==> src/rtl/trim_pkg.sv <==
package trim_pkg;

	// ----------------------------------------------------------------
	// Register indices (printed offsets; byte address is index times four)
	// ----------------------------------------------------------------
	localparam logic [11:0] core_a_single_input_a_offset_idx = 12'h0348;
	localparam logic [11:0] core_a_phase90_input_b_offset_idx = 12'h034a;
	localparam logic [11:0] core_b_input_a_offset_idx = 12'h034c;
	localparam logic [11:0] core_b_input_b_offset_idx = 12'h034e;
	localparam logic [11:0] core_a_bank0_dual_fine_gain_idx = 12'h0350;
	localparam logic [11:0] core_a_bank1_dual_fine_gain_idx = 12'h0351;
	localparam logic [11:0] trim_mode_idx = 12'h0360;

	// ----------------------------------------------------------------
	// Field layout and reset values
	// ----------------------------------------------------------------
	localparam int offset_field_w = 12;
	localparam int offset_reg_w = 16;
	localparam int gain_field_w = 5;
	localparam int gain_reg_w = 8;
	localparam logic [15:0] offset_reset = 16'h0000;
	localparam logic [7:0] gain_reset = 8'h00;
	localparam logic [2:0] mode_reset = 3'h0;
	localparam logic [31:0] rdata_reset = 32'h0000_0000;
	localparam logic [11:0] trim_off_reset = 12'h000;
	localparam logic [4:0] trim_gain_reset = 5'h00;
	localparam int mode_fg_bit = 0;
	localparam int mode_single_bit = 1;
	localparam int mode_input_b_bit = 2;

endpackage
==> src/rtl/converter_trim_registers.sv <==
// The implementer's own choice: register access over APB.
`timescale 1ns/10ps

module converter_trim_registers (
	input  wire logic        pclk,
	input  wire logic        presetn,
	input  wire logic        psel,
	input  wire logic        penable,
	input  wire logic        pwrite,
	input  wire logic [15:0] paddr,
	input  wire logic [31:0] pwdata,
	output logic      [31:0] prdata,
	output logic             pready,
	output logic             pslverr,
	output logic      [11:0] core_a_offset,
	output logic      [11:0] core_b_offset,
	output logic      [4:0]  core_a_bank0_gain,
	output logic      [4:0]  core_a_bank1_gain
);

	// ----------------------------------------------------------------
	// Storage and decode
	// ----------------------------------------------------------------
	logic [15:0] off_a_single_r, off_a_single_nxt;
	logic [15:0] off_a_p90b_r,   off_a_p90b_nxt;
	logic [15:0] off_b_ina_r,    off_b_ina_nxt;
	logic [15:0] off_b_inb_r,    off_b_inb_nxt;
	logic [7:0]  gain_a0_r,      gain_a0_nxt;
	logic [7:0]  gain_a1_r,      gain_a1_nxt;
	logic [2:0]  mode_r,         mode_nxt;
	logic [31:0] prdata_r,       prdata_nxt;
	logic [11:0] off_a_r,        off_a_nxt;
	logic [11:0] off_b_r,        off_b_nxt;
	logic [4:0]  g0_r,           g0_nxt;
	logic [4:0]  g1_r,           g1_nxt;
	logic        access;
	logic        wr_access;
	logic        hit;

	// Word index from byte address; low two bits must be zero
	function automatic logic [11:0] word_index(input logic [15:0] a);
		return a[13:2];
	endfunction

	// True for an aligned address that names one of the seven registers
	function automatic logic mapped(input logic [15:0] a);
		logic [11:0] i;
		i = word_index(a);
		return (a[1:0] == 2'b00) && (a[15:14] == 2'b00) &&
			(i == trim_pkg::core_a_single_input_a_offset_idx ||
			 i == trim_pkg::core_a_phase90_input_b_offset_idx ||
			 i == trim_pkg::core_b_input_a_offset_idx ||
			 i == trim_pkg::core_b_input_b_offset_idx ||
			 i == trim_pkg::core_a_bank0_dual_fine_gain_idx ||
			 i == trim_pkg::core_a_bank1_dual_fine_gain_idx ||
			 i == trim_pkg::trim_mode_idx);
	endfunction

	// Write strobe for one register; unmapped or misaligned writes are dropped
	function automatic logic wr_sel(
		input logic        acc,
		input logic [15:0] a,
		input logic [11:0] idx
	);
		return acc && mapped(a) && (word_index(a) == idx);
	endfunction

	// Zero wait states: access phase always completes at once
	assign access    = psel && penable;
	assign wr_access = access && pwrite;
	assign hit       = mapped(paddr);
	assign pready    = 1'b1;
	assign pslverr   = access && !hit;
	assign prdata    = prdata_r;
	assign core_a_offset     = off_a_r;
	assign core_b_offset     = off_b_r;
	assign core_a_bank0_gain = g0_r;
	assign core_a_bank1_gain = g1_r;

	// ----------------------------------------------------------------
	// Core A single-channel input A offset
	// ----------------------------------------------------------------
	// Reserved upper nibble is plain read/write storage
	always_comb begin
		off_a_single_nxt = off_a_single_r;
		if (wr_sel(wr_access, paddr, trim_pkg::core_a_single_input_a_offset_idx)) begin
			off_a_single_nxt = pwdata[15:0];
		end
	end

	// Zero until software loads the fuse defaults
	always_ff @(posedge pclk or negedge presetn) begin
		if (!presetn) begin
			off_a_single_r <= trim_pkg::offset_reset;
		end else begin
			off_a_single_r <= off_a_single_nxt;
		end
	end

	// ----------------------------------------------------------------
	// Core A 90-degree phase input B offset
	// ----------------------------------------------------------------
	// Own word, so the two core A phases never share a trim
	always_comb begin
		off_a_p90b_nxt = off_a_p90b_r;
		if (wr_sel(wr_access, paddr, trim_pkg::core_a_phase90_input_b_offset_idx)) begin
			off_a_p90b_nxt = pwdata[15:0];
		end
	end

	// Zero until software loads the fuse defaults
	always_ff @(posedge pclk or negedge presetn) begin
		if (!presetn) begin
			off_a_p90b_r <= trim_pkg::offset_reset;
		end else begin
			off_a_p90b_r <= off_a_p90b_nxt;
		end
	end

	// ----------------------------------------------------------------
	// Core B input A offset
	// ----------------------------------------------------------------
	// One word serves dual and single channel alike
	always_comb begin
		off_b_ina_nxt = off_b_ina_r;
		if (wr_sel(wr_access, paddr, trim_pkg::core_b_input_a_offset_idx)) begin
			off_b_ina_nxt = pwdata[15:0];
		end
	end

	// Zero until software loads the fuse defaults
	always_ff @(posedge pclk or negedge presetn) begin
		if (!presetn) begin
			off_b_ina_r <= trim_pkg::offset_reset;
		end else begin
			off_b_ina_r <= off_b_ina_nxt;
		end
	end

	// ----------------------------------------------------------------
	// Core B input B offset
	// ----------------------------------------------------------------
	// One word serves dual and single channel alike
	always_comb begin
		off_b_inb_nxt = off_b_inb_r;
		if (wr_sel(wr_access, paddr, trim_pkg::core_b_input_b_offset_idx)) begin
			off_b_inb_nxt = pwdata[15:0];
		end
	end

	// Zero until software loads the fuse defaults
	always_ff @(posedge pclk or negedge presetn) begin
		if (!presetn) begin
			off_b_inb_r <= trim_pkg::offset_reset;
		end else begin
			off_b_inb_r <= off_b_inb_nxt;
		end
	end

	// ----------------------------------------------------------------
	// Core A bank 0 dual-channel fine gain
	// ----------------------------------------------------------------
	// Reserved top three bits are stored but never routed
	always_comb begin
		gain_a0_nxt = gain_a0_r;
		if (wr_sel(wr_access, paddr, trim_pkg::core_a_bank0_dual_fine_gain_idx)) begin
			gain_a0_nxt = pwdata[7:0];
		end
	end

	// Zero until software loads the fuse defaults
	always_ff @(posedge pclk or negedge presetn) begin
		if (!presetn) begin
			gain_a0_r <= trim_pkg::gain_reset;
		end else begin
			gain_a0_r <= gain_a0_nxt;
		end
	end

	// ----------------------------------------------------------------
	// Core A bank 1 dual-channel fine gain
	// ----------------------------------------------------------------
	// Same field placement as bank 0, next word
	always_comb begin
		gain_a1_nxt = gain_a1_r;
		if (wr_sel(wr_access, paddr, trim_pkg::core_a_bank1_dual_fine_gain_idx)) begin
			gain_a1_nxt = pwdata[7:0];
		end
	end

	// Zero until software loads the fuse defaults
	always_ff @(posedge pclk or negedge presetn) begin
		if (!presetn) begin
			gain_a1_r <= trim_pkg::gain_reset;
		end else begin
			gain_a1_r <= gain_a1_nxt;
		end
	end

	// ----------------------------------------------------------------
	// Operating mode word
	// ----------------------------------------------------------------
	// Calibration enable, channel mode and sampled input in one word
	always_comb begin
		mode_nxt = mode_r;
		if (wr_sel(wr_access, paddr, trim_pkg::trim_mode_idx)) begin
			mode_nxt = pwdata[2:0];
		end
	end

	// Reset leaves calibration off, so no trim is applied
	always_ff @(posedge pclk or negedge presetn) begin
		if (!presetn) begin
			mode_r <= trim_pkg::mode_reset;
		end else begin
			mode_r <= mode_nxt;
		end
	end

	// ----------------------------------------------------------------
	// Read data
	// ----------------------------------------------------------------
	// Captured at the setup edge so it stands for the whole access phase
	always_comb begin
		prdata_nxt = prdata_r;
		if (psel && !penable && !pwrite) begin
			prdata_nxt = 32'h0000_0000;
			if (hit) begin
				unique case (word_index(paddr))
					trim_pkg::core_a_single_input_a_offset_idx: prdata_nxt[15:0] = off_a_single_r;
					trim_pkg::core_a_phase90_input_b_offset_idx: prdata_nxt[15:0] = off_a_p90b_r;
					trim_pkg::core_b_input_a_offset_idx: prdata_nxt[15:0] = off_b_ina_r;
					trim_pkg::core_b_input_b_offset_idx: prdata_nxt[15:0] = off_b_inb_r;
					trim_pkg::core_a_bank0_dual_fine_gain_idx: prdata_nxt[7:0] = gain_a0_r;
					trim_pkg::core_a_bank1_dual_fine_gain_idx: prdata_nxt[7:0] = gain_a1_r;
					trim_pkg::trim_mode_idx: prdata_nxt[2:0] = mode_r;
					default: prdata_nxt = 32'h0000_0000;
				endcase
			end
		end
	end

	// Holds until the next read setup; writes leave it alone
	always_ff @(posedge pclk or negedge presetn) begin
		if (!presetn) begin
			prdata_r <= trim_pkg::rdata_reset;
		end else begin
			prdata_r <= prdata_nxt;
		end
	end

	// ----------------------------------------------------------------
	// Trim routing to the cores
	// ----------------------------------------------------------------
	// Outside calibration every trim is held at zero so no stale value leaks
	always_comb begin
		off_a_nxt = 12'h000;
		off_b_nxt = 12'h000;
		g0_nxt    = 5'h00;
		g1_nxt    = 5'h00;
		if (mode_r[trim_pkg::mode_fg_bit]) begin
			if (mode_r[trim_pkg::mode_single_bit]) begin
				// Single channel: input B on core A uses the 90-degree phase
				if (mode_r[trim_pkg::mode_input_b_bit])
					off_a_nxt = off_a_p90b_r[11:0];
				else
					off_a_nxt = off_a_single_r[11:0];
			end else begin
				g0_nxt = gain_a0_r[4:0];
				g1_nxt = gain_a1_r[4:0];
			end
			if (mode_r[trim_pkg::mode_input_b_bit])
				off_b_nxt = off_b_inb_r[11:0];
			else
				off_b_nxt = off_b_ina_r[11:0];
		end
	end

	always_ff @(posedge pclk or negedge presetn) begin
		if (!presetn) begin
			off_a_r <= trim_pkg::trim_off_reset;
			off_b_r <= trim_pkg::trim_off_reset;
			g0_r    <= trim_pkg::trim_gain_reset;
			g1_r    <= trim_pkg::trim_gain_reset;
		end else begin
			off_a_r <= off_a_nxt;
			off_b_r <= off_b_nxt;
			g0_r    <= g0_nxt;
			g1_r    <= g1_nxt;
		end
	end

endmodule

==> config.mk <==
export PLATFORM = sky130hd
export DESIGN_NAME = converter_trim_registers
export DESIGN_NICKNAME = d
export VERILOG_FILES = /design/src/rtl/trim_pkg.sv /design/src/rtl/converter_trim_registers.sv
export SDC_FILE = /design/constraint.sdc
export NUM_CORES = 1
export LEC_CHECK = 0
export BUFFER_PORTS_ARGS = -buffer_cell sky130_fd_sc_hd__buf_4
export CORE_MARGIN = 2
export CORE_UTILIZATION = 59
export DETAILED_ROUTE_END_ITERATION = 8
export GPL_TIMING_DRIVEN = 0
export PLACE_DENSITY = 0.95
export SYNTH_ARGS = -nofsm -noshare
export SYNTH_HDL_FRONTEND = slang
export SYNTH_SLANG_ARGS = --single-unit
==> constraint.sdc <==
create_clock -name pclk -period 3 [get_ports pclk]
set_clock_uncertainty 0.1 [all_clocks]
set_input_delay 0.6 -clock pclk [delete_from_list [all_inputs] [get_ports pclk]]
set_output_delay 0.6 -clock pclk [all_outputs]
set_load 0.03 [all_outputs]
Word level (Yosys, flattened, before mapping)
Index checks and enable logic that the tools add are counted.
{ "totals": {"regBits": 149, "out_inout_bits": 68} }
{ "op_classes": {"n_mux": 13, "reduce_logical": 26, "n_eq_ne": 7} }
{ "ops": {"columns": ["cell", "count"], "rows": [
  ["$eq 12x10->1 const B", 7],
  ["$mux 12", 5],
  ["$pmux 8 s4", 1],
  ["$pmux 5 s6", 1],
  ["$pmux 3 s7", 1],
  ["$mux 5", 4],
  ["$mux 16", 1],
  ["$logic_and 1x1->1", 15],
  ["$logic_or 1x1->1", 6],
  ["$logic_not 2->1", 2],
  ["$logic_not 1->1", 3]
]} }

Longest topological paths before layout
{ "logic_depth": {"ltp_word": 10, "depth_mapped": 7, "mapped_depth_nobuf": 5} }

Worst setup path after synthesis
Ideal clock, no wire load.
{ "synth_timing": {"path_kind": "input port to output port", "startpoint": "input port paddr[2]", "endpoint": "output port pslverr", "slack_ns": 0.341, "stages": 4, "t_arrival_ns": 1.959, "path_buffers": 2, "path_cell_list": "clkbuf_1 -> buf_1 -> o32ai_1 -> a31oi_1"} }
{ "synth_between": {"elab_chain_len": 10} }
{ "synth_rtl": {"columns": ["element", "line", "rtl"], "rows": [
  ["start, declared", "converter_trim_registers.sv:10", "input wire logic [15:0] paddr,"],
  ["$eq 12x10->1, on equally long branches", "converter_trim_registers.sv:50, converter_trim_registers.sv:51", null],
  ["$logic_or 1x1->1", "converter_trim_registers.sv:50", "(i == trim_pkg::core_a_single_input_a_offset_idx ||"],
  ["$logic_or 1x1->1", "converter_trim_registers.sv:51", "i == trim_pkg::core_a_phase90_input_b_offset_idx ||"],
  ["$logic_or 1x1->1", "converter_trim_registers.sv:52", "i == trim_pkg::core_b_input_a_offset_idx ||"],
  ["$logic_or 1x1->1", "converter_trim_registers.sv:53", "i == trim_pkg::core_b_input_b_offset_idx ||"],
  ["$logic_or 1x1->1", "converter_trim_registers.sv:54", "i == trim_pkg::core_a_bank0_dual_fine_gain_idx ||"],
  ["$logic_or 1x1->1 *", "converter_trim_registers.sv:55", "i == trim_pkg::core_a_bank1_dual_fine_gain_idx ||"],
  ["$logic_and 1x1->1 *", "converter_trim_registers.sv:49", "return (a[1:0] == 2'b00) && (a[15:14] == 2'b00) &&"],
  ["$logic_not 1->1 *", "converter_trim_registers.sv:73", "assign pslverr = access && !hit;"],
  ["$logic_and 1x1->1 *", "converter_trim_registers.sv:73", null],
  ["end, declared", "converter_trim_registers.sv:14", "output logic pslverr,"]
]} }
Every way passes the cells marked *; elsewhere a longest branch is shown, timed or not.

Final worst setup path
Ends and elaborated chain as after synthesis.

==> flow_summary.yaml <==
outcome:
  status: "finished, final reports clean"
clock_tree:
  clockBufferDepth: 2
  cts_root_buf: "clkbuf_8"
  cts_sinks: 133
  cts_tree: "built"
  numCtsBuffers: 17
  clock_latency_ns: 0.54
  cts_max_level: 4
  path_clk_slew_ns: 0.06
drt:
  antenna_left: 0
  finalWirelength_um: 15900
  drc: 0
  drt_iter0_markers: 507
  wire_per_inst_um: 22.6
  routed_via_density: 6.13
  drtPass1Iterations: 5
  vias: 4312
power:
  p_int_mw: 3.13
  clkPwrFrac_pct: 50.4
  share_comb_of_total_power_pct: 4.9
  total_power_mw: 4.02
  power.switching_mw: 0.893
  ir_worst_vdd_mv: 0.412
  seqPwrFrac_pct: 44.7
  p_leak_nw: 3.67
  power_density_nw_per_um2: 538
  swShare_pct: 22.2
floorplan:
  die_h_um: 105
  core_um2: 9820
  start_util_pct: 61.0
  ios: 121
  dieArea_um2: 11000
  die_w_um: 105
  rows: 36
synthesis:
  synth_common_cells: "dfrtp_1 (133), mux2_2 (81), mux2i_1 (26)"
  mappedNetlistArea_um2: 5990
  synth.area.top_cells: "dfrtp_1 (56%), mux2_2 (15%), mux4_2 (5.3%), mux2i_1 (4.3%), mux2_4 (2.5%)"
  ys_async_sr_fraction_pct: 100
  synthMuxAreaShare_pct: 27.3
  synth-compound-area-share_pct: 3.24
  synth_cells: 436
  synthSimpleGateAreaFrac_pct: 9.13
  yosysSeqAreaShare_pct: 55.6
  synthXorXnorAreaFrac_pct: 0
  synth_top_family_by_area: "multiplexers"
  netlist.area_leader.share_pct: 55.6
  ys_warn_count: 0
  synth_flop_cell: "dfrtp_1"
  yosysMostFrequentCell: "dfrtp_1"
  synth_edf_count: 0
  ys_types: 44
  ys_seq_elements: 133
  syn_avg_cell_area_um2: 13.7
  yosys.area.top_type: "dfrtp_1"
  synthAdderAreaFrac_pct: 0
setup_path:
  crit_chain: "buf_4 > clkbuf_1 > clkbuf_2 > o32ai_1 > a31oi_1 > buf_4"
  worstPathArrival_ns: 2.18
  rrSetupSlack_ns: 0.78
  reg2reg_from: "mode_r[2]"
  slowest_stage: "o32ai_1"
  required_ns: 2.30
  critPathMostFrequentCell: "buf_4"
  crit_type: "in -> out"
  endpoint_kind: "output port"
  crit_path_max_fanout: 10
  slowest_delay_ns: 0.48
  timing.rr.end: "core_a_offset[6]"
  critPathLaunchType: "input port"
  reg2reg_depth: 4
finish:
  drive_gt1_share_pct: 44.8
  fin_util_pct: 76.1
  fillCellCount: 546
  diodes: 0
  area_delta_synth_final_pct: 24.8
  nets: 611
sta:
  max_freq_mhz: 348
  fin_crit_sh_pct: 95.9
  holdWs_ns: 0.231
  setup_tns_ns: 0
  maxSlewViolCount: 0
  rsz0062_at_grt: "false"
  setup_ws_ns: 0.123
  slew_headroom_pct: 38.4
  fin_crit_ns: 2.88
  worst_slew_pin_slew_ns: 0.925
  finalSetupViolCount: 0
  hold_viol: 0
global_routing:
  antenna_found_initial: 0
  grt_max_degree: 83
  grt_pass1_wl_um: 25000
  track_usage_pct: 30.6
  grt_pass1_vias: 4601
  overflow: 0
job:
  maxCapViolCount: 0
min_path:
  min_path_cells: 2
  hp-class: "in -> reg"
  worstHoldStart: "pwdata[11]"
  hold_end: "off_a_p90b_r[11]"
place:
  port_buffers: 86
  pre_cts_ws_ns: -0.132
  gp_congestion: 0.842
  dp_hpwl_um: 9810
-- metal layers --
metal	routed length [µm]	GRT usage [%]	vias to the layer above
met5	0	0	-
met4	791	17.2	0
met3	1280	7.55	77
met2	7840	49.3	300
met1	6010	37.9	2176
li1	-	-	1759
-- what timing repair did --
action	4_1_cts	5_1_grt
endpoints found under the setup margin	0	1
setup buffers	0	0
hold buffers	1	0
hold endpoints to repair	51	0
gates resized for setup	0	1
-- placed cells by master (no fill, tap or decap), types with 2 or more instances in the layout --
cell	count
a21oi_1	2
a22oi_1	4
a31oi_1	2
and2_1	14
and3b_1	2
buf_1	4
buf_2	6
buf_4	103
buf_6	2
bufinv_16	2
clkbuf_1	9
clkbuf_16	16
clkbuf_8	5
clkinv_2	5
clkinvlp_4	2
conb_1	17
dfrtp_1	133
inv_1	9
mux2_2	81
mux2_4	10
mux2i_1	26
mux4_2	14
nand2_1	23
nand3_1	2
nor2_1	17
nor2b_1	15
nor3_1	3
nor3b_1	2
nor4_4	2
o21ai_0	16
or3_1	2
-- worst max-delay path: cells and delay by family --
| family | cells | cell delay (ns) |
|---|---|---|
| buffers and inverters | 4 | 0.94 |
| AOI/OAI and AO/OA | 2 | 0.63 |
-- worst max-delay path by stage --
| stage | depth (start not counted) | endpoint | slack, ns | start |
|---|---|---|---|---|
| 2_1_floorplan | 4 | pslverr | 0.34 | paddr[2] |
| 3_3_place_gp | 7 | gain_a1_r[5] | -0.02 | paddr[9] |
| 3_5_place_dp | 7 | gain_a1_r[1] | -0.13 | paddr[9] |
| 4_1_cts | 6 | pslverr | 0.005 | paddr[2] |
| 5_1_grt | 6 | pslverr | 0.06 | paddr[2] |
| 6_report | 6 | pslverr | 0.12 | paddr[2] |
-- logic make-up (layout without fill, tap and decap cells) --
kind of cell    Yosys count  in the layout
other cells               2             17
buf+inv                  47            167
compound gates           31             31
simple gates             92             92
mux                     131            131
flops                   133            133
-- power groups by stage --
stage	clock, mW	combinational [mW]	sequential, mW
2_1_floorplan	0	0.0839	1.83
3_3_place_gp	0	0.182	1.83
3_5_place_dp	0	0.193	1.83
4_1_cts	2.03	0.196	1.80
5_1_grt	2.11	0.213	1.79
6_report	2.03	0.198	1.79
-- layout make-up --
class,instances,area [µm²],share of cell area (%)
tap,133,166,2.23
buffer,38,243,3.25
sequential,133,3330,44.5
clock buffer,23,477,6.38
multi-input combinational,271,2440,32.7
inverter,9,33.8,0.452
timing repair buffer,88,687,9.19
clock inverter,9,100,1.34
-- state kept, by name (all words and copies together), names as in the netlist --
signal / count
core_a_offset: 12
core_a_bank0_gain: 5
off_b_ina_r: 16
core_a_bank1_gain: 5
core_b_offset: 12
off_a_single_r: 16
off_b_inb_r: 16
gain_a1_r: 8
mode_r: 3
prdata: 16
off_a_p90b_r: 16
gain_a0_r: 8
-- metrics by stage --
| stage | instances | instance area, µm² |
|---|---|---|
| 3_5_place_dp | 671 | 6890 |
| 2_1_floorplan | 451 | 6050 |
| 4_1_cts | 704 | 7480 |
| 5_1_grt | 704 | 7480 |
| 6_report | 704 | 7480 |
| 3_3_place_gp | 670 | 6860 |
Power figures use the tool's default switching activity.
